[src/design/orf_pkg.sv]
// Package of constants for the over-range flag and output format block
package orf_pkg;
  localparam int          SAMPLE_W       = 12;
  localparam int          FIFO_DEPTH     = 8;
  localparam int          FIFO_AW        = 3;
  localparam logic [11:0] CODE_OB_POS    = 12'hFFF;
  localparam logic [11:0] CODE_OB_NEG    = 12'h000;
  localparam logic [11:0] CODE_TC_POS    = 12'h7FF;
  localparam logic [11:0] CODE_TC_NEG    = 12'h800;
  localparam logic [11:0] MSB_FLIP       = 12'h800;
  localparam logic        FMT_RST        = 1'b0;
  localparam logic        FMT_OFFSET_BIN = 1'b0;
  localparam logic        FMT_TWOS_COMP  = 1'b1;
endpackage

[src/design/orf_fifo.sv]
// Parameterised flip-flop FIFO with valid and ready on both sides
`timescale 1ns/10ps
module orf_fifo #(
  parameter int WIDTH = 13,
  parameter int DEPTH = 8,
  parameter int AW    = 3
) (
  input  wire logic             clk,
  input  wire logic             sys_rst,
  input  wire logic             in_valid,
  output logic                  in_ready,
  input  wire logic [WIDTH-1:0] in_data,
  output logic                  out_valid,
  input  wire logic             out_ready,
  output logic      [WIDTH-1:0] out_data
);
  logic [WIDTH-1:0] mem [DEPTH];
  logic [AW-1:0]    wr_ptr;
  logic [AW-1:0]    rd_ptr;
  logic [AW:0]      count;
  logic             push;
  logic             pop;

  assign in_ready  = (count != (AW+1)'(DEPTH));
  assign out_valid = (count != '0);
  assign push      = in_valid && in_ready;
  assign pop       = out_valid && out_ready;
  assign out_data  = mem[rd_ptr];

  always_ff @(posedge clk) begin
    if (push) begin
      mem[wr_ptr] <= in_data;
    end
  end

  always_ff @(posedge clk) begin
    if (sys_rst) begin
      wr_ptr <= '0;
      rd_ptr <= '0;
      count  <= '0;
    end else begin
      if (push) begin
        wr_ptr <= (wr_ptr == AW'(DEPTH-1)) ? '0 : wr_ptr + 1'b1;
      end
      if (pop) begin
        rd_ptr <= (rd_ptr == AW'(DEPTH-1)) ? '0 : rd_ptr + 1'b1;
      end
      if (push && !pop) begin
        count <= count + 1'b1;
      end else if (pop && !push) begin
        count <= count - 1'b1;
      end
    end
  end
endmodule

[src/design/orf_top.sv]
// Over-range flag and output format logic of the converter output side
// Functional notes
// - Flag high when sample beyond full scale
// - Flag stays high while overload persists
// - Flag independent of output interface mode
// - Positive overload gives FFF or 7FF
// - Negative overload gives 000 or 800
// - Format from register bit or pin
// - Twelve-bit word with synchronous output clock
`timescale 1ns/10ps
module orf_top (
  input  wire logic                         clk,
  input  wire logic                         sys_rst,
  input  wire logic                         smp_valid,
  output logic                              smp_ready,
  input  wire logic [orf_pkg::SAMPLE_W-1:0] smp_code,
  input  wire logic                smp_over_pos,
  input  wire logic                smp_over_neg,
  input  wire logic                format_cfg_bit,
  input  wire logic                parallel_cfg_mode,
  input  wire logic                format_select_pin,
  input  wire logic                ddr_mode,
  output logic [orf_pkg::SAMPLE_W-1:0]      out_data,
  output logic                     overrange_flag,
  output logic                     out_valid,
  input  wire logic                out_ready,
  output logic                     out_clk_en
);
  import orf_pkg::*;

  // ************************************************************
  // Pin synchronisers
  // ************************************************************
  logic pin_meta;
  logic pin_sync;
  logic par_meta;
  logic par_sync;
  logic fmt_sel;

  always_ff @(posedge clk) begin
    if (sys_rst) begin
      pin_meta <= FMT_RST;
      pin_sync <= FMT_RST;
      par_meta <= 1'b0;
      par_sync <= 1'b0;
    end else begin
      pin_meta <= format_select_pin;
      pin_sync <= pin_meta;
      par_meta <= parallel_cfg_mode;
      par_sync <= par_meta;
    end
  end

  // ************************************************************
  // Format selection and encoding
  // ************************************************************
  logic [SAMPLE_W-1:0] next_code;
  logic                next_ovr;

  assign fmt_sel = par_sync ? pin_sync : format_cfg_bit;

  always_comb begin
    next_ovr  = smp_over_pos || smp_over_neg;
    next_code = smp_code;
    if (smp_over_pos) begin
      next_code = CODE_OB_POS;
    end else if (smp_over_neg) begin
      next_code = CODE_OB_NEG;
    end
    if (fmt_sel == FMT_TWOS_COMP) begin
      next_code = next_code ^ MSB_FLIP;
    end
  end

  // ************************************************************
  // Output buffer
  // ************************************************************
  logic [SAMPLE_W:0] fifo_out;
  logic              fifo_valid;

  orf_fifo #(
    .WIDTH (SAMPLE_W+1),
    .DEPTH (FIFO_DEPTH),
    .AW    (FIFO_AW)
  ) u_fifo (
    .clk       (clk),
    .sys_rst   (sys_rst),
    .in_valid  (smp_valid),
    .in_ready  (smp_ready),
    .in_data   ({next_ovr, next_code}),
    .out_valid (fifo_valid),
    .out_ready (out_ready),
    .out_data  (fifo_out)
  );

  // ************************************************************
  // Output registers
  // ************************************************************
  // Flag follows every sample, so it stays high across overload runs
  always_ff @(posedge clk) begin
    if (sys_rst) begin
      out_data       <= '0;
      overrange_flag <= 1'b0;
      out_clk_en     <= 1'b0;
    end else begin
      out_clk_en <= fifo_valid && out_ready;
      if (fifo_valid && out_ready) begin
        out_data       <= fifo_out[SAMPLE_W-1:0];
        overrange_flag <= fifo_out[SAMPLE_W];
      end
    end
  end

  assign out_valid = out_clk_en;

  logic unused_ddr;
  assign unused_ddr = ddr_mode;
endmodule

[config.mk]
export PLATFORM = sky130hd
export DESIGN_NAME = orf_top
export DESIGN_NICKNAME = d
export VERILOG_FILES = /design/src/design/orf_pkg.sv /design/src/design/orf_fifo.sv /design/src/design/orf_top.sv
export SDC_FILE = /design/constraint.sdc
export NUM_CORES = 1
export LEC_CHECK = 0
export BUFFER_PORTS_ARGS = -buffer_cell sky130_fd_sc_hd__buf_2
export CORE_MARGIN = 8
export CORE_UTILIZATION = 59
export DETAILED_ROUTE_END_ITERATION = 8
export GPL_ROUTABILITY_DRIVEN = 0
export PLACE_DENSITY = 0.89
export SLEW_MARGIN = 20
export SYNTH_ARGS = -nofsm -noshare
export SYNTH_HDL_FRONTEND = slang
export SYNTH_SLANG_ARGS = --single-unit
[constraint.sdc]
create_clock -name clk -period 3.18 [get_ports clk]
set_input_delay 0.954 -clock clk [delete_from_list [all_inputs] [get_ports clk]]
set_output_delay 0.954 -clock clk [all_outputs]
set_load 0.02 [all_outputs]
; Word level (Yosys, flattened, before mapping)
; Memory sizes are Yosys's and may differ from the RTL's. A register that Yosys moved wholly into a read port is not among the register bits.
; Index checks and enable logic that the tools add are counted.
[classes]
n_eq_ne = 3
n_mul = 0
div = 0
n_reduce_logical = 9
n_mux = 10
addsub = 4
shift = 0
bitwise = 1
n_lt_le_gt_ge = 0
[ops]
columns = op, n
row1 = $mux W12, 3
row2 = $mux W4, 2
row3 = $add A3 B1 Y3 const B, 2
row4 = $eq A3 B3 Y1 const B, 2
row5 = $mux W3, 2
row6 = $add A4 B1 Y4 const B, 1
row7 = $logic_and A1 B1 Y1, 4
row8 = $ne A4 B4 Y1 const B, 1
row9 = $reduce_bool A4 Y1, 1
row10 = $sub A4 B1 Y4 const B, 1
row11 = $mux W1, 3
row12 = $logic_not A1 Y1, 2
row13 = $reduce_bool A2 Y1, 1
row14 = $logic_or A1 B1 Y1, 1
row15 = $not A1 Y1, 1
[totals]
latchBits = 0
wordCells = 36
mem_count = 1
ff_bits = 15
output_inout_bits = 16
ramBits = 104
mem_bits_ro = 0
[mem_list]
columns = memory, depth, word_bits, read_ports, rd_ports_with_merged_regs, wr, line
row1 = u_fifo.mem, 8, 13, 1, 1, 1, orf_fifo.sv:17  ; logic [WIDTH-1:0] mem [DEPTH];

; Longest topological paths before layout
; Gate-level depths: netlist (run 1).
[logic_depth]
ltp_word = 6
mapped_depth = 10
ltp_nobuf = 10

; By module
; From an unflattened synthesis (run 1), not the netlist that was laid out.
[hier_totals]
hier_cells = 312
area_unflattened_um2 = 5424.0
[modules_own_cells]
columns = module, area_each_um2, cells_per_inst, instances
row1 = orf_fifo, 4650.7, 225, 1
row2 = orf_top, 773.2, 87, 1

; Worst setup path before layout (run 1)
; OpenSTA, ideal clock, no wires.
[synth_timing]
kind = input -> register
startpoint = in out_ready
endpoint = reg u_fifo.count[3]
arrival_ps = 2655
setup_slack_ps = 404
path_buffers = 1
path_stages = 10
t_required_ps = 3059
setup_time_ps = 121
path_cell_list = o41a_1 -> buf_6 -> inv_1 -> ha_1 -> inv_1 -> ha_1 -> a21oi_1 -> a211oi_1 -> a31oi_1 -> mux2_2
[synth_between]
elab_chain_cells = 4
elab_cells_between_ends = 6
classes_between = mux (1) / reduce/logical (5)
[synth_rtl]
columns = element, line
row1 = from (decl), orf_top.sv:26  ; input wire logic out_ready,
row2 = $logic_and A1 B1 Y1 (*), orf_fifo.sv:27  ; assign pop = out_valid && out_ready;
row3 = $logic_not A1 Y1, orf_fifo.sv:48  ; if (push && !pop) begin
row4 = $logic_and A1 B1 Y1, orf_fifo.sv:48
row5 = $mux W4 / $reduce_bool A2 Y1 (equally long branches), -
row6 = to (signal assigned), orf_fifo.sv:49  ; count <= count + 1'b1;
row7 = to (signal assigned), orf_fifo.sv:51  ; count <= count - 1'b1;
row8 = to (decl), orf_fifo.sv:20  ; logic [AW:0] count;
; Mark *: on every way between the ends. The rest lies on a longest branch, timed or not.
; A chain may end at the register's enable or synchronous reset.

; Worst setup path in the final report (run 1)
[layout_timing]
startpoint = reg u_fifo.count[0]
endpoint = reg u_fifo.count[3]
[layout_between]
elab_chain_cells = 5
elab_cells_between_ends = 13
classes_between = add/sub (2) / eq/ne (1) / mux (2) / reduce/logical (8)
[layout_rtl]
columns = element, line
row1 = $ne A4 B4 Y1 (*), orf_fifo.sv:24  ; assign in_ready = (count != (AW+1)'(DEPTH));
row2 = $logic_and A1 B1 Y1 (*), orf_fifo.sv:26  ; assign push = in_valid && in_ready;
row3 = net u_fifo.push, orf_fifo.sv:21  ; logic push;
row4 = $logic_not A1 Y1, orf_fifo.sv:50  ; end else if (pop && !push) begin
row5 = $logic_and A1 B1 Y1, orf_fifo.sv:50
row6 = $reduce_bool A2 Y1 (no line), -
; The timed path passes the listed nets; every way through them passes the cells marked *. The select of a mux whose other input is x is not followed.

==> results.txt, run 1 <==
- Of all cell types, the one taking the most synthesized area is sky130_fd_sc_hd__edfxtp_1.
- Mean post-synth cell area: 17.4 sq um
* Ys async rst share: 0
- The synthesized design contains 104 enable-type register cells.
- Y dimension of the die: 110 microns
* Maximum number of pins on one net before global-route repair: 30
* Number of buffers inserted during clock tree synthesis: 17
- In this run the clock root is driven by a sky130_fd_sc_hd__clkbuf_8.
* Critical path capture point type: register
- Detailed routing inserted a total of 2,880 vias.
* Sum of met3 wire segment lengths after detailed routing: 794 microns
* Synth top area cells: sky130_fd_sc_hd__edfxtp_1, sky130_fd_sc_hd__mux4_2, sky130_fd_sc_hd__dfxtp_1, sky130_fd_sc_hd__nor2_1, sky130_fd_sc_hd__ha_1
* Post-synth cell types: 37
- Share of post-route cells with drive strength above 1: 0.332
- Setup slack on the worst reg-to-reg path comes out at 0.39 ns.
- Die Outline Area: 12,000 sq um
* Width of the die: 110 microns
- Buffers inserted during post-CTS setup optimization: 0
- Final setup violating endpoints: 0
- Across the VDD grid, the largest voltage drop is 0.544 mV.
- Initial core utilization: 0.602
* Layout Skew: 0.00987 ns
- Counting every instance in the synthesized netlist gives 297.
- In this run the number of H-tree levels came out at 4.
* Clock transition at path regs: 0.06 ns
- Count of max-cap constraint violations: 0
* First-pass GRT wire length: 16.5 mm
- WL per Instance: 23.0 microns
- In this run, post-CTS hold repair placed 0 buffers.
* Unrepaired setup endpoints after global routing: false
- By startpoint and endpoint, the worst setup path is classified as register to register.
- Endpoints failing hold: 0
* Actual slew at the worst max-slew pin: 0.817 ns
- FP Rows: 34
* Clock tree from TritonCTS: built
- Static leakage: 0.00216 uW
- The routed design has 10.8 mm of wire.
- Worst-path maximum fanout: 9
- Sum of negative setup slack: 0 ns
- In this run the tool buffered the top-level ports with 36 buffer cells.
* Instance count after placement with tap cells included: 437
- The startpoint identified for the worst hold timing path is par_meta.
* Via count of the first global-routing pass: 3,040
* Final-layout worst hold slack: 0.444 ns
* Pins Over Slew Limit: 0
- For this run, the detailed router's first-pass iteration total came to 5.
- For this run the aggregate overflow at the end of global routing stands at 0.
- The later pin in the worst-skew pair is clocked with a latency of 0.52 ns.
* Origin of the critical flop-to-flop path: u_fifo.count[0]
- Ports placed on the boundary: 38
- Final ANT Viol Nets: 0
- Synthesis inferred 132 register bits.
* Synth Cell Area: 5170 sq um
- For this run, the number of Yosys warnings is 0.
- Period minus WS final: 2.79 ns
- Metal-1 WL: 4.02 mm
* Required time worst endpoint: 3.59 ns
* Post-route fraction of the period consumed by the critical path: 0.877
* Relative max-transition margin: 0.455
* Run status: complete, no violations
* Arrival time worst endpoint: 3.20 ns
* Post-cts sizing count: 0
* Main flop type after synthesis: sky130_fd_sc_hd__edfxtp_1
* Share of synthesized area occupied by flip-flops and latches: 0.712
- In the routed layout, each cell is associated on average with a via count of 6.14.
- The repair_antennas step left the layout with diodes totalling 0.
- Post-synth top cells: sky130_fd_sc_hd__edfxtp_1, sky130_fd_sc_hd__dfxtp_1, sky130_fd_sc_hd__mux4_2, sky130_fd_sc_hd__nor2_1, sky130_fd_sc_hd__nor3_1
* Kind of start point of the critical path: register
* Reg2Reg Capture Point: u_fifo.count[3]
- Among all cell types in the netlist, the one instantiated most often is sky130_fd_sc_hd__edfxtp_1.
- The path with the worst hold slack has its endpoint at par_sync.
- The core region is 8590 sq um.
- Post-synth net total: 327
* DRC marker count from the first detailed-route iteration: 211
- Detailed placement finished with a half-perimeter wire length of 6.05 mm.
* Nets@finish: 378
- Measured in cells, the most critical reg-to-reg path has a length of 10.
- For this run, the total global-route usage over all layers was measured as 0.194.
- Relative to the synthesized area, the layout overhead comes to 17.6%.
- Hold path depth: 1
- The longest clock path from root to sink contains 2 buffers.
* Routed wl met2: 5.65 mm
* Initial antenna violation count: 0
* Highest metal layer with signal wires: met4
- Final Non-Filler Cells: 469
- Timing-limited maximum frequency: 0.359 GHz
- Synth top area share: 0.604
- Post-route DRC violation count: 0
* Pwr/cell area: 854 nW/um^2
- TritonCTS Sinks: 132
- Class of the tightest hold or removal check: register to register
## kinds of logic (layout without fill, tap and decap cells)
group,count (synthesis),count (layout),share of synthesized area
buf+inv,21,85,0.0266
compound gates,36,36,0.0455
fa+ha+maj,8,8,0.0208
simple gates,67,67,0.0689
mux,30,30,0.121
flops,132,132,0.712
xor+xnor,3,3,0.00508
## worst max-delay path by stage
| stage | start | end | slack (ns) | cells past startpoint |
|---|---|---|---|---|
| finish | u_fifo.count[0] | u_fifo.count[3] | 0.39 | 10 |
| global route | u_fifo.count[0] | u_fifo.count[3] | 0.21 | 10 |
| CTS | u_fifo.count[0] | u_fifo.count[3] | 0.40 | 10 |
| detailed placement | smp_valid | u_fifo.count[3] | 0.31 | 10 |
| global placement | smp_valid | u_fifo.count[3] | 0.37 | 10 |
| floorplan | out_ready | u_fifo.count[3] | 0.40 | 10 |
## registers in the layout, summed over array words and instances (netlist names)
signal,count
u_fifo.mem,104
u_fifo.rd_ptr,3
pin_sync,1
out_clk_en,1
overrange_flag,1
u_fifo.wr_ptr,3
out_data,12
pin_meta,1
u_fifo.count,4
par_meta,1
par_sync,1
## per-layer routing
| metal | global-route usage | vias to the layer above |
|---|---|---|
| li1 | - | 1270 |
| met1 | 0.221 | 1460 |
| met2 | 0.326 | 124 |
| met3 | 0.0533 | 26 |
| met4 | 0.111 | 0 |
| met5 | 0 | - |
## power by group
group / total (uW) / internal [uW] / switching, uW
registers: 2200 / 2040 / 160
clock network: 1930 / 1200 / 729
logic: 1070 / 474 / 592
total: 5200 / 3720 / 1480
## placed cells by master (no fill, tap or decap), types with 3 or more instances in the layout
master,netlist,final
sky130_fd_sc_hd__nor2b_1,5,5
sky130_fd_sc_hd__mux2i_1,3,3
sky130_fd_sc_hd__nand2_1,10,10
sky130_fd_sc_hd__o22ai_1,12,12
sky130_fd_sc_hd__edfxtp_1,104,104
sky130_fd_sc_hd__inv_6,0,6
sky130_fd_sc_hd__buf_4,2,13
sky130_fd_sc_hd__bufinv_16,0,3
sky130_fd_sc_hd__a21oi_1,9,9
sky130_fd_sc_hd__nor3_2,3,7
sky130_fd_sc_hd__nor3_1,14,10
sky130_fd_sc_hd__inv_1,4,4
sky130_fd_sc_hd__clkbuf_16,0,16
sky130_fd_sc_hd__ha_1,7,7
sky130_fd_sc_hd__mux4_2,26,26
sky130_fd_sc_hd__buf_2,3,36
sky130_fd_sc_hd__a21o_1,11,11
sky130_fd_sc_hd__nor2_1,24,24
sky130_fd_sc_hd__dfxtp_1,28,27
## worst max-delay path, cell delays in order (launching register included)
cell and delay, ns:
sky130_fd_sc_hd__dfxtp_1 0.37, sky130_fd_sc_hd__or4b_4 0.58, sky130_fd_sc_hd__nand2_2 0.19, sky130_fd_sc_hd__inv_1 0.12, sky130_fd_sc_hd__ha_1 0.21, sky130_fd_sc_hd__inv_1 0.14
sky130_fd_sc_hd__ha_1 0.29, sky130_fd_sc_hd__a21oi_1 0.18, sky130_fd_sc_hd__a211oi_1 0.10, sky130_fd_sc_hd__a31oi_1 0.15, sky130_fd_sc_hd__mux2_2 0.34
## layout make-up
type / count / area, sq um
flip-flops and latches: 132 / 3680
fillers: 537 / 2510
multi-input cells: 144 / 1380
clock buffers: 17 / 414
repair buffers: 49 / 278
clock inverters: 15 / 178
well taps: 108 / 135
inverters: 4 / 15.0
## per-stage QoR
stage / util / power [uW] / area, sq um / setup WS (ns)
floorplan: - / 3030 / 5170 / 0.404
global placement: 0.639 / 3240 / 5490 / 0.366
detailed placement: 0.639 / 3290 / 5490 / 0.310
CTS: 0.708 / 5240 / 6080 / 0.396
global route: 0.708 / 5410 / 6080 / 0.214
finish: 0.708 / 5200 / 6080 / 0.391
Note: power is estimated with default switching activity, not from simulation.
==> run 2, diff against run 1 <==
==> constraint.sdc (replaced) <==
create_clock -name clk -period 3.18 [get_ports clk]
set_input_delay 0.318 -clock clk [delete_from_list [all_inputs] [get_ports clk]]
set_output_delay 0.318 -clock clk [all_outputs]
set_load 0.02 [all_outputs]
==> run 2 against run 1 <==
Effect of this change:
- hold slack worse by 0.42 ns
- via count decreased by 0.87%
- clock power increased by 7%
- final cell count decreased by 0.21%
- critical path depth stayed put
- global-route usage rose by 0.51 points
- non-clock buffer count shrank 1
- register-to-register slack better by 0.02 ns
- final area is 0.60% higher
- sequential cell count stayed put
- die area did not move
- sequential share of layout area down 0.36 points
- largest power group unchanged
- highest routed layer unchanged
==> results.txt, run 2 (same netlist as run 1, synthesis figures left out) <==
- The number of flip-flops under the largest register name is 104 (unchanged).
- Endpoints failing hold: 0 (unchanged)
* Gate power share: 0.204 (about the same)
- GR Util met1: 0.227 (+0.00510)
- In the layout the commonest cells are sky130_fd_sc_hd__edfxtp_1, sky130_fd_sc_hd__buf_2, sky130_fd_sc_hd__dfxtp_1.
* Finished Core Util: 0.712 (+0.00422)
* Clock latency reported for the late side of the worst-skew pair: 0.53 ns (about the same)
- The largest voltage drop on the vdd net is 0.557 mV (+2.3%).
- Maximum clock insertion buffer count: 2 (unchanged)
* Leading registers by flop count: u_fifo.mem x104, out_data x12, u_fifo.count x4
- The register share of total power came to 0.409 (-0.014).
* Post-detail-place hpwl: 6.14 mm (+1.5%)
- Class of the tightest hold or removal check: primary input to register
- Worst-path maximum fanout: 9 (unchanged)
* Clock tree from TritonCTS: built
- Cell Chain, Critical Path: or4b_4, nand2_2, inv_1, ha_1, inv_1, ha_1, a21oi_1, a211oi_1, a31oi_1, mux2_2
- Nets@finish: 377 (-0.26%)
- Pins Over Slew Limit: 0 (unchanged)
- The starting density of the core came to 0.602 (unchanged).
- Run status: complete, no violations
- The height of the die is 110 microns (unchanged).
- The DRC marker count from the first detailed-route iteration came to 269 (+27%).
- Residual overflow from global routing: 0 (unchanged)
- Final ANT Viol Nets: 0 (unchanged)
* Static leakage: 0.00216 uW (+0.22%)
- First-pass GRT wire length: 16.8 mm (+1.8%)
* Total Wirelength: 10.8 mm (+0.41%)
- The max capacitance violation total came to 0 (unchanged).
* GRT busiest layer: met2
* Required time worst endpoint: 3.59 ns (about the same)
* Clock group share of total power: 0.387 (+0.015)
* Routed vias: 2,855 (-0.87%)
* Register bank with the most flops: u_fifo.mem
* Router iterations before antenna repair: 5 (unchanged)
- Critical path capture point type: register
- The final setup TNS was 0 ns (unchanged).
- Internal: 3810 uW (+2.4%)
* Initial antenna violation count: 0 (unchanged)
- The total of endpoints with negative setup slack in the final report was 0 (unchanged).
- The number of cells upsized or downsized after cts came to 0 (unchanged).
- Number of fill cells in the layout: 522 (-2.8%)
* Period minus WS final: 2.77 ns (-0.0165 ns)
* Arrival time worst endpoint: 3.19 ns (about the same)
- The critical path is of the register to register type.
- The clock-pin slew on the worst setup and hold paths was 0.06 ns (about the same).
* TritonCTS Sinks: 132 (unchanged)
- Width of the die: 110 microns (unchanged)
- Most common library cell in the layout ignoring fill and taps: sky130_fd_sc_hd__edfxtp_1
- For this design, the slowest cell found on the critical path is sky130_fd_sc_hd__or4b_4.
- Layout overhead on the synthesized area: 18.3%
- Ports placed on the boundary: 38 (unchanged)
* Share of post-route cells with drive strength above 1: 0.333 (+0.000923)
* Total global routing track utilization: 0.200 (+0.00514)
- The number of global-route vias before repair came to 3,060 (+0.66%).
- Setup repair after global routing left no endpoint under its margin.
* Core Area: 8590 sq um (unchanged)
* Post-route fraction of the period consumed by the critical path: 0.872 (-0.00520)
- The headroom to the max-slew limit was 0.414 (-0.0417).
* Buffers inserted during post-CTS setup optimization: 0 (unchanged)
- Kind of start point of the critical path: register
* Count of port buffers added during placement: 36 (unchanged)
* Pwr/cell area: 869 nW/um^2 (+1.7%)
- The largest net degree at the start of global routing came to 30 (unchanged).
- The H-tree depth is 4 (unchanged).
- The met2 usage is 0.328 (+0.00215).
- The number of clock buffers inserted by TritonCTS came to 17 (unchanged).
* Switching part of the total: 0.284 (-0.000939)
* Timing-limited maximum frequency: 0.361 GHz (+0.60%)
- The slew at the pin closest to its max-slew limit came to 0.875 ns (+0.0578 ns).
- Die Outline Area: 12,000 sq um (unchanged)
- Met3 Use GR: 0.0762 (+0.0229)
* Layout Skew: 0.00530 ns (-0.00457 ns)
* Post-route DRC violation count: 0 (unchanged)
* Number of vias per cell: 6.10 (-0.66%)
* FP Rows: 34 (unchanged)
* Switching power: 1510 uW (+2.0%)
- ANT cells: 0 (unchanged)
* Delay of the slowest cell on the worst path: 0.57 ns (about the same)
- WL per Instance: 23.1 microns (+0.62%)
- Clk root buf: sky130_fd_sc_hd__clkbuf_8
## run 2: cell count changes in the layout (fill, tap and decap cells not counted), sizes merged
cell	change
buf	-2
bufinv	+1
dlygate4sd3	+1
clkinvlp	+2
clkinv	-3
## run 2: layout make-up
type	instances	area, sq um	share of cell area
Clock buffer	17	414	0.0677
Tap cell	108	135	0.0221
Inverter	4	15.0	0.00245
Sequential cell	132	3680	0.602
Timing Repair Buffer	48	273	0.0446
Multi-Input combinational cell	144	1380	0.225
Clock inverter	15	219	0.0358
## run 2: path summary, 6_finish.rpt
kind | from | end | slack, ns | cells past startpoint
max | u_fifo.count[0] | u_fifo.count[3] | 0.41 | 10
min | parallel_cfg_mode | par_meta | 0.03 | 2
max reg2reg | u_fifo.count[0] | u_fifo.count[3] | 0.41 | 10
min reg2reg | pin_meta | pin_sync | 0.44 | 1
## run 2: per-layer routing
metal	up-vias	wire length (microns)
li1	1262	-
met1	1424	3930
met2	141	5690
met3	28	870
met4	0	308
met5	-	0
## run 2: repair_timing
action,4_1_cts,5_1_grt
endpoints found under the setup margin,0,0
hold buffers,1,0
endpoints found under the hold margin,1,0
## run 2: per-stage QoR
| stage | instances | instance area, sq um | total power [uW] | hold slack (ns) | setup slack (ns) |
|---|---|---|---|---|---|
| floorplan | 297 | 5170 | 3030 | 0.414 | 0.576 |
| global placement | 435 | 5480 | 3230 | 0.425 | 0.479 |
| detailed placement | 435 | 5480 | 3290 | 0.434 | 0.419 |
| finish | 468 | 6120 | 5320 | 0.0280 | 0.408 |
| global route | 468 | 6120 | 5570 | 0.0193 | 0.170 |
| CTS | 468 | 6120 | 5360 | 0.0230 | 0.394 |
## run 2: power groups by stage
stage / sequential [uW] / clock, uW / combinational (uW)
detailed placement: 2210 / 0 / 1080
global placement: 2200 / 0 / 1030
CTS: 2180 / 2080 / 1100
global route: 2200 / 2180 / 1190
floorplan: 2220 / 0 / 806
finish: 2180 / 2060 / 1080
## run 2: worst max-delay path, delay by kind of cell, from the launching register on
kind	cells	cell delay [ns]
compound gates	3	0.43
buf+inv	2	0.26
flops	1	0.37
mux	1	0.34
simple gates	2	0.77
fa+ha+maj	2	0.49
==> run 3, diff against run 2 <==
- ABC_AREA: default -> 1
- CORE_MARGIN: 8 -> default
- CORE_UTILIZATION: 59 -> 60
- PLACE_DENSITY: 0.89 -> 0.9
==> run 3 against run 2 <==
Effect of this change:
- clock-buffer cell count up 3
- register-to-register slack improved by 0.55 ns
- sequential power hardly changed
- combinational power is 31% higher
- hold slack better by 0.11 ns
- wire length increased by 22%
- clock power decreased by 9.7%
- critical endpoint unchanged
- largest power group unchanged
- highest routed layer unchanged
==> results.txt, run 3 <==
* Cell taking the most area after synthesis: sky130_fd_sc_hd__edfxtp_1
* Post-route fraction of the period consumed by the critical path: 0.698 (-0.174)
* Number of enable flip-flop cells after synthesis: 104 (unchanged)
- Routed vias: 4,242 (+49%)
* Period minus WS final: 2.22 ns (-0.554 ns)
* Internal: 3640 uW (-4.4%)
- Setup repair after global routing left no endpoint under its margin.
- Kind of cell adding the most delay to the critical path: simple AND/OR/NAND/NOR gates
* Yosys warning count: 0 (unchanged)
* Count of max-cap constraint violations: 0 (unchanged)
- Leading cell types in the layout, fill and taps excluded: sky130_fd_sc_hd__nand2_1, sky130_fd_sc_hd__edfxtp_1, sky130_fd_sc_hd__inv_1
- The remaining routing DRC violations came to 0 (unchanged).
* Y dimension of the die: 99.7 microns (-9.0%)
- The fraction of synthesized cell area taken by the top area cell type came to 0.545 (-0.0588).
- The mean instance size in the synthesized netlist is 9.76 sq um (-44%).
* Post-detail-place hpwl: 7.22 mm (+18%)
- After synthesis, the most frequently instantiated cells are sky130_fd_sc_hd__nand2_1, sky130_fd_sc_hd__edfxtp_1, sky130_fd_sc_hd__inv_1, sky130_fd_sc_hd__nand3_1, sky130_fd_sc_hd__dfxtp_1.
- Sum of internal, switching and leakage power: 5450 uW (+2.6%)
* Router iterations before antenna repair: 5 (unchanged)
- Post-cts sizing count: 0 (unchanged)
- The achievable clock frequency was 0.451 GHz (+25%).
* Layout Skew: 0.00590 ns (+0.000603 ns)
* First-pass GRT wire length: 21.0 mm (+25%)
* Gate power share: 0.260 (+0.056)
- Die Outline Area: 9950 sq um (-17%)
* DRC marker count from the first detailed-route iteration: 435 (+62%)
- Cell with the most instances after synthesis: sky130_fd_sc_hd__nand2_1
- Layout overhead on the synthesized area: 14.5%
- Ys async rst share: 0 (unchanged)
* Width of the die: 99.7 microns (-9.0%)
* Number of buffers inserted during clock tree synthesis: 17 (unchanged)
- The net count reported at finish was 660 (+75%).
- The fill cell instance count of the final layout was 589 (+13%).
- Slowest cell on the critical path: sky130_fd_sc_hd__dfxtp_1
- The largest registers in the layout are u_fifo.mem x104, out_data x12, u_fifo.count x4.
- The largest fanout on the critical path was 5 (-4).
- Via count of the first global-routing pass: 4,277 (+40%)
* Main flop type after synthesis: sky130_fd_sc_hd__edfxtp_1
- The share of the core filled with cells in the final layout was 0.710 (-0.00205).
* VDD IR-drop max: 0.786 mV (+41%)
- The register share of total power was 0.399 (-0.010).
- The placement row count was 35 (+2.9%).
- Class of the tightest hold or removal check: primary input to register
* Post-synth net total: 617 (+89%)
* Share of post-route cells with drive strength above 1: 0.132 (-0.201)
- Residual overflow from global routing: 0 (unchanged)
- The largest stage delay on the critical path was 0.36 ns (-0.21 ns).
* Ports placed on the boundary: 38 (unchanged)
- The arrival time of data at the critical path endpoint is 2.68 ns (-0.51 ns).
- CTS H-tree lvls: 4 (unchanged)
- The overall routed net length was 13.2 mm (+22%).
* Share of synthesized area occupied by flip-flops and latches: 0.643 (-0.0693)
* Switching part of the total: 0.333 (+0.0492)
- Clk root buf: sky130_fd_sc_hd__clkbuf_8
* Final ANT Viol Nets: 0 (unchanged)
- The headroom to the max-slew limit is 0.433 (+0.0196).
* Most common library cell in the layout ignoring fill and taps: sky130_fd_sc_hd__nand2_1
- The power per cell area was 831 nW/um^2 (-4.3%).
- Initial core utilization: 0.620 (+0.0182)
* Maximum number of pins on one net before global-route repair: 54 (+80%)
* Critical path capture point type: register
- The number of distinct library cells after synthesis was 20 (-46%).
- Required time worst endpoint: 3.64 ns (+0.05 ns)
- The area of the multi-input gates came to 1480 sq um (+7.4%).
- The post-synthesis sequential element count came to 132 (unchanged).
- Core Area: 9240 sq um (+7.5%)
* Kind of start point of the critical path: register
- Cell Chain, Critical Path: nor2_1, nand3_1, nand2_2, inv_1, ha_1, inv_1, ha_1, or2_2, nand2_1, nand3_1, nand2_1, nand2_1, a21oi_1
* Endpoints failing hold: 0 (unchanged)
* Clock tree from TritonCTS: built
* Category of the most critical setup path: register to register
- Final setup violating endpoints: 0 (unchanged)
* Dominant cell type by count on the critical path: sky130_fd_sc_hd__nand2_1
* Worst setup slack for register-to-register paths: 0.96 ns (+0.55 ns)
- The number of flip-flops under the largest register name is 104 (unchanged).
- Clock latency reported for the late side of the worst-skew pair: 0.53 ns (about the same)
- Maximum clock insertion buffer count: 2 (unchanged)
* WL per Instance: 17.1 microns (-26%)
* Register bank with the most flops: u_fifo.mem
- The leakage power total was 0.00291 uW (+34%).
- Total global routing track utilization: 0.292 (+0.0928)
- The run finished with clean final reports.
- The final setup TNS was 0 ns (unchanged).
- The number of antenna violations at the first check in global routing was 0 (unchanged).
* Bufs and invs on worst path: 2 (unchanged)
- The via density per instance was 5.49 (-9.9%).
* Clock group share of total power: 0.341 (-0.046)
* Switching power: 1820 uW (+20%)
- ANT cells: 0 (unchanged)
- Synth top area cells: sky130_fd_sc_hd__edfxtp_1, sky130_fd_sc_hd__nand2_1, sky130_fd_sc_hd__dfxtp_1, sky130_fd_sc_hd__nand3_1, sky130_fd_sc_hd__inv_1
* Actual slew at the worst max-slew pin: 0.849 ns (-0.0258 ns)
* Register area: 3680 sq um (about the same)
- Clock transition at path regs: 0.06 ns (about the same)
- The summed instance area of the synthesized netlist was 5730 sq um (+11%).
* Count of port buffers added during placement: 36 (unchanged)
- Pins Over Slew Limit: 0 (unchanged)
- TritonCTS Sinks: 132 (unchanged)
* Post-Syn Instances: 587 (+98%)
==> run 3: cell types whose count changed after synthesis, moves of 6 or more <==
cell / before / now
sky130_fd_sc_hd__a21o_1: 11 / 0
sky130_fd_sc_hd__a21oi_1: 9 / 22
sky130_fd_sc_hd__inv_1: 4 / 96
sky130_fd_sc_hd__mux4_2: 26 / 0
sky130_fd_sc_hd__nand2_1: 10 / 183
sky130_fd_sc_hd__nand3_1: 1 / 83
sky130_fd_sc_hd__nor3_1: 14 / 0
sky130_fd_sc_hd__o21ai_0: 0 / 6
sky130_fd_sc_hd__o22ai_1: 12 / 0
==> run 3: layout make-up <==
class / instances / share of cell area
well taps: 129 / 0.0246
multi-input cells: 329 / 0.226
repair buffers: 50 / 0.0442
inverters: 100 / 0.0580
flip-flops and latches: 132 / 0.561
clock inverters: 12 / 0.0198
clock buffers: 20 / 0.0664
==> run 3: routing by layer <==
| layer | share of wire | track usage | up-vias |
|---|---|---|---|
| met1 | 0.34 | 0.332 | 1936 |
| met2 | 0.51 | 0.497 | 277 |
| li1 | - | - | 1968 |
| met3 | 0.10 | 0.0752 | 61 |
| met4 | 0.038 | 0.176 | 0 |
| met5 | 0 | 0 | - |
==> run 3: logic make-up after synthesis <==
kind of cell               after synthesis  synth area share
xor gates and xnor gates                 3           0.00458
AOI/OAI and AO/OA                       28            0.0244
muxes                                    1           0.00175
buffers and inverters                  126            0.0991
and+or+nand+nor                        289             0.209
DFF                                    132             0.643
adders and majority gates                8            0.0188
==> run 3: power groups by stage <==
stage	clock, uW	combinational, uW	sequential [uW]
floorplan	0	1020	2250
global placement	0	1300	2190
detailed placement	0	1370	2210
CTS	1870	1400	2180
global route	1950	1570	2200
finish	1860	1420	2180
==> run 3: tightest hold or removal path, cell delays in order <==
cell and delay, ns:
sky130_fd_sc_hd__buf_2 0.10, sky130_fd_sc_hd__nand2_2 0.10, sky130_fd_sc_hd__a21oi_1 0.09
==> run 3: metrics by stage <==
stage / std cells / setup slack (ns) / hold WS [ns] / area [sq um]
2_1_floorplan: 587 / 1.03 / 0.387 / 5730
3_3_place_gp: 738 / 1.10 / 0.392 / 5980
3_5_place_dp: 738 / 0.954 / 0.398 / 5980
4_1_cts: 772 / 0.941 / 0.122 / 6560
5_1_grt: 772 / 0.724 / 0.144 / 6560
6_report: 772 / 0.962 / 0.134 / 6560
==> run 3: repair_timing <==
action	4_1_cts	5_1_grt
hold buffers	2	0
setup endpoints to repair	0	0
hold endpoints to repair	2	0
buffers inserted	0	0
==> run 3: final timing paths <==
path / startpoint / end / cells after the start
worst max register to register: u_fifo.count[0] / u_fifo.count[3] / 13
worst min register to register: pin_meta / pin_sync / 2
worst max-delay path: u_fifo.count[0] / u_fifo.count[3] / 13
worst min-delay path: smp_valid / u_fifo.wr_ptr[2] / 3
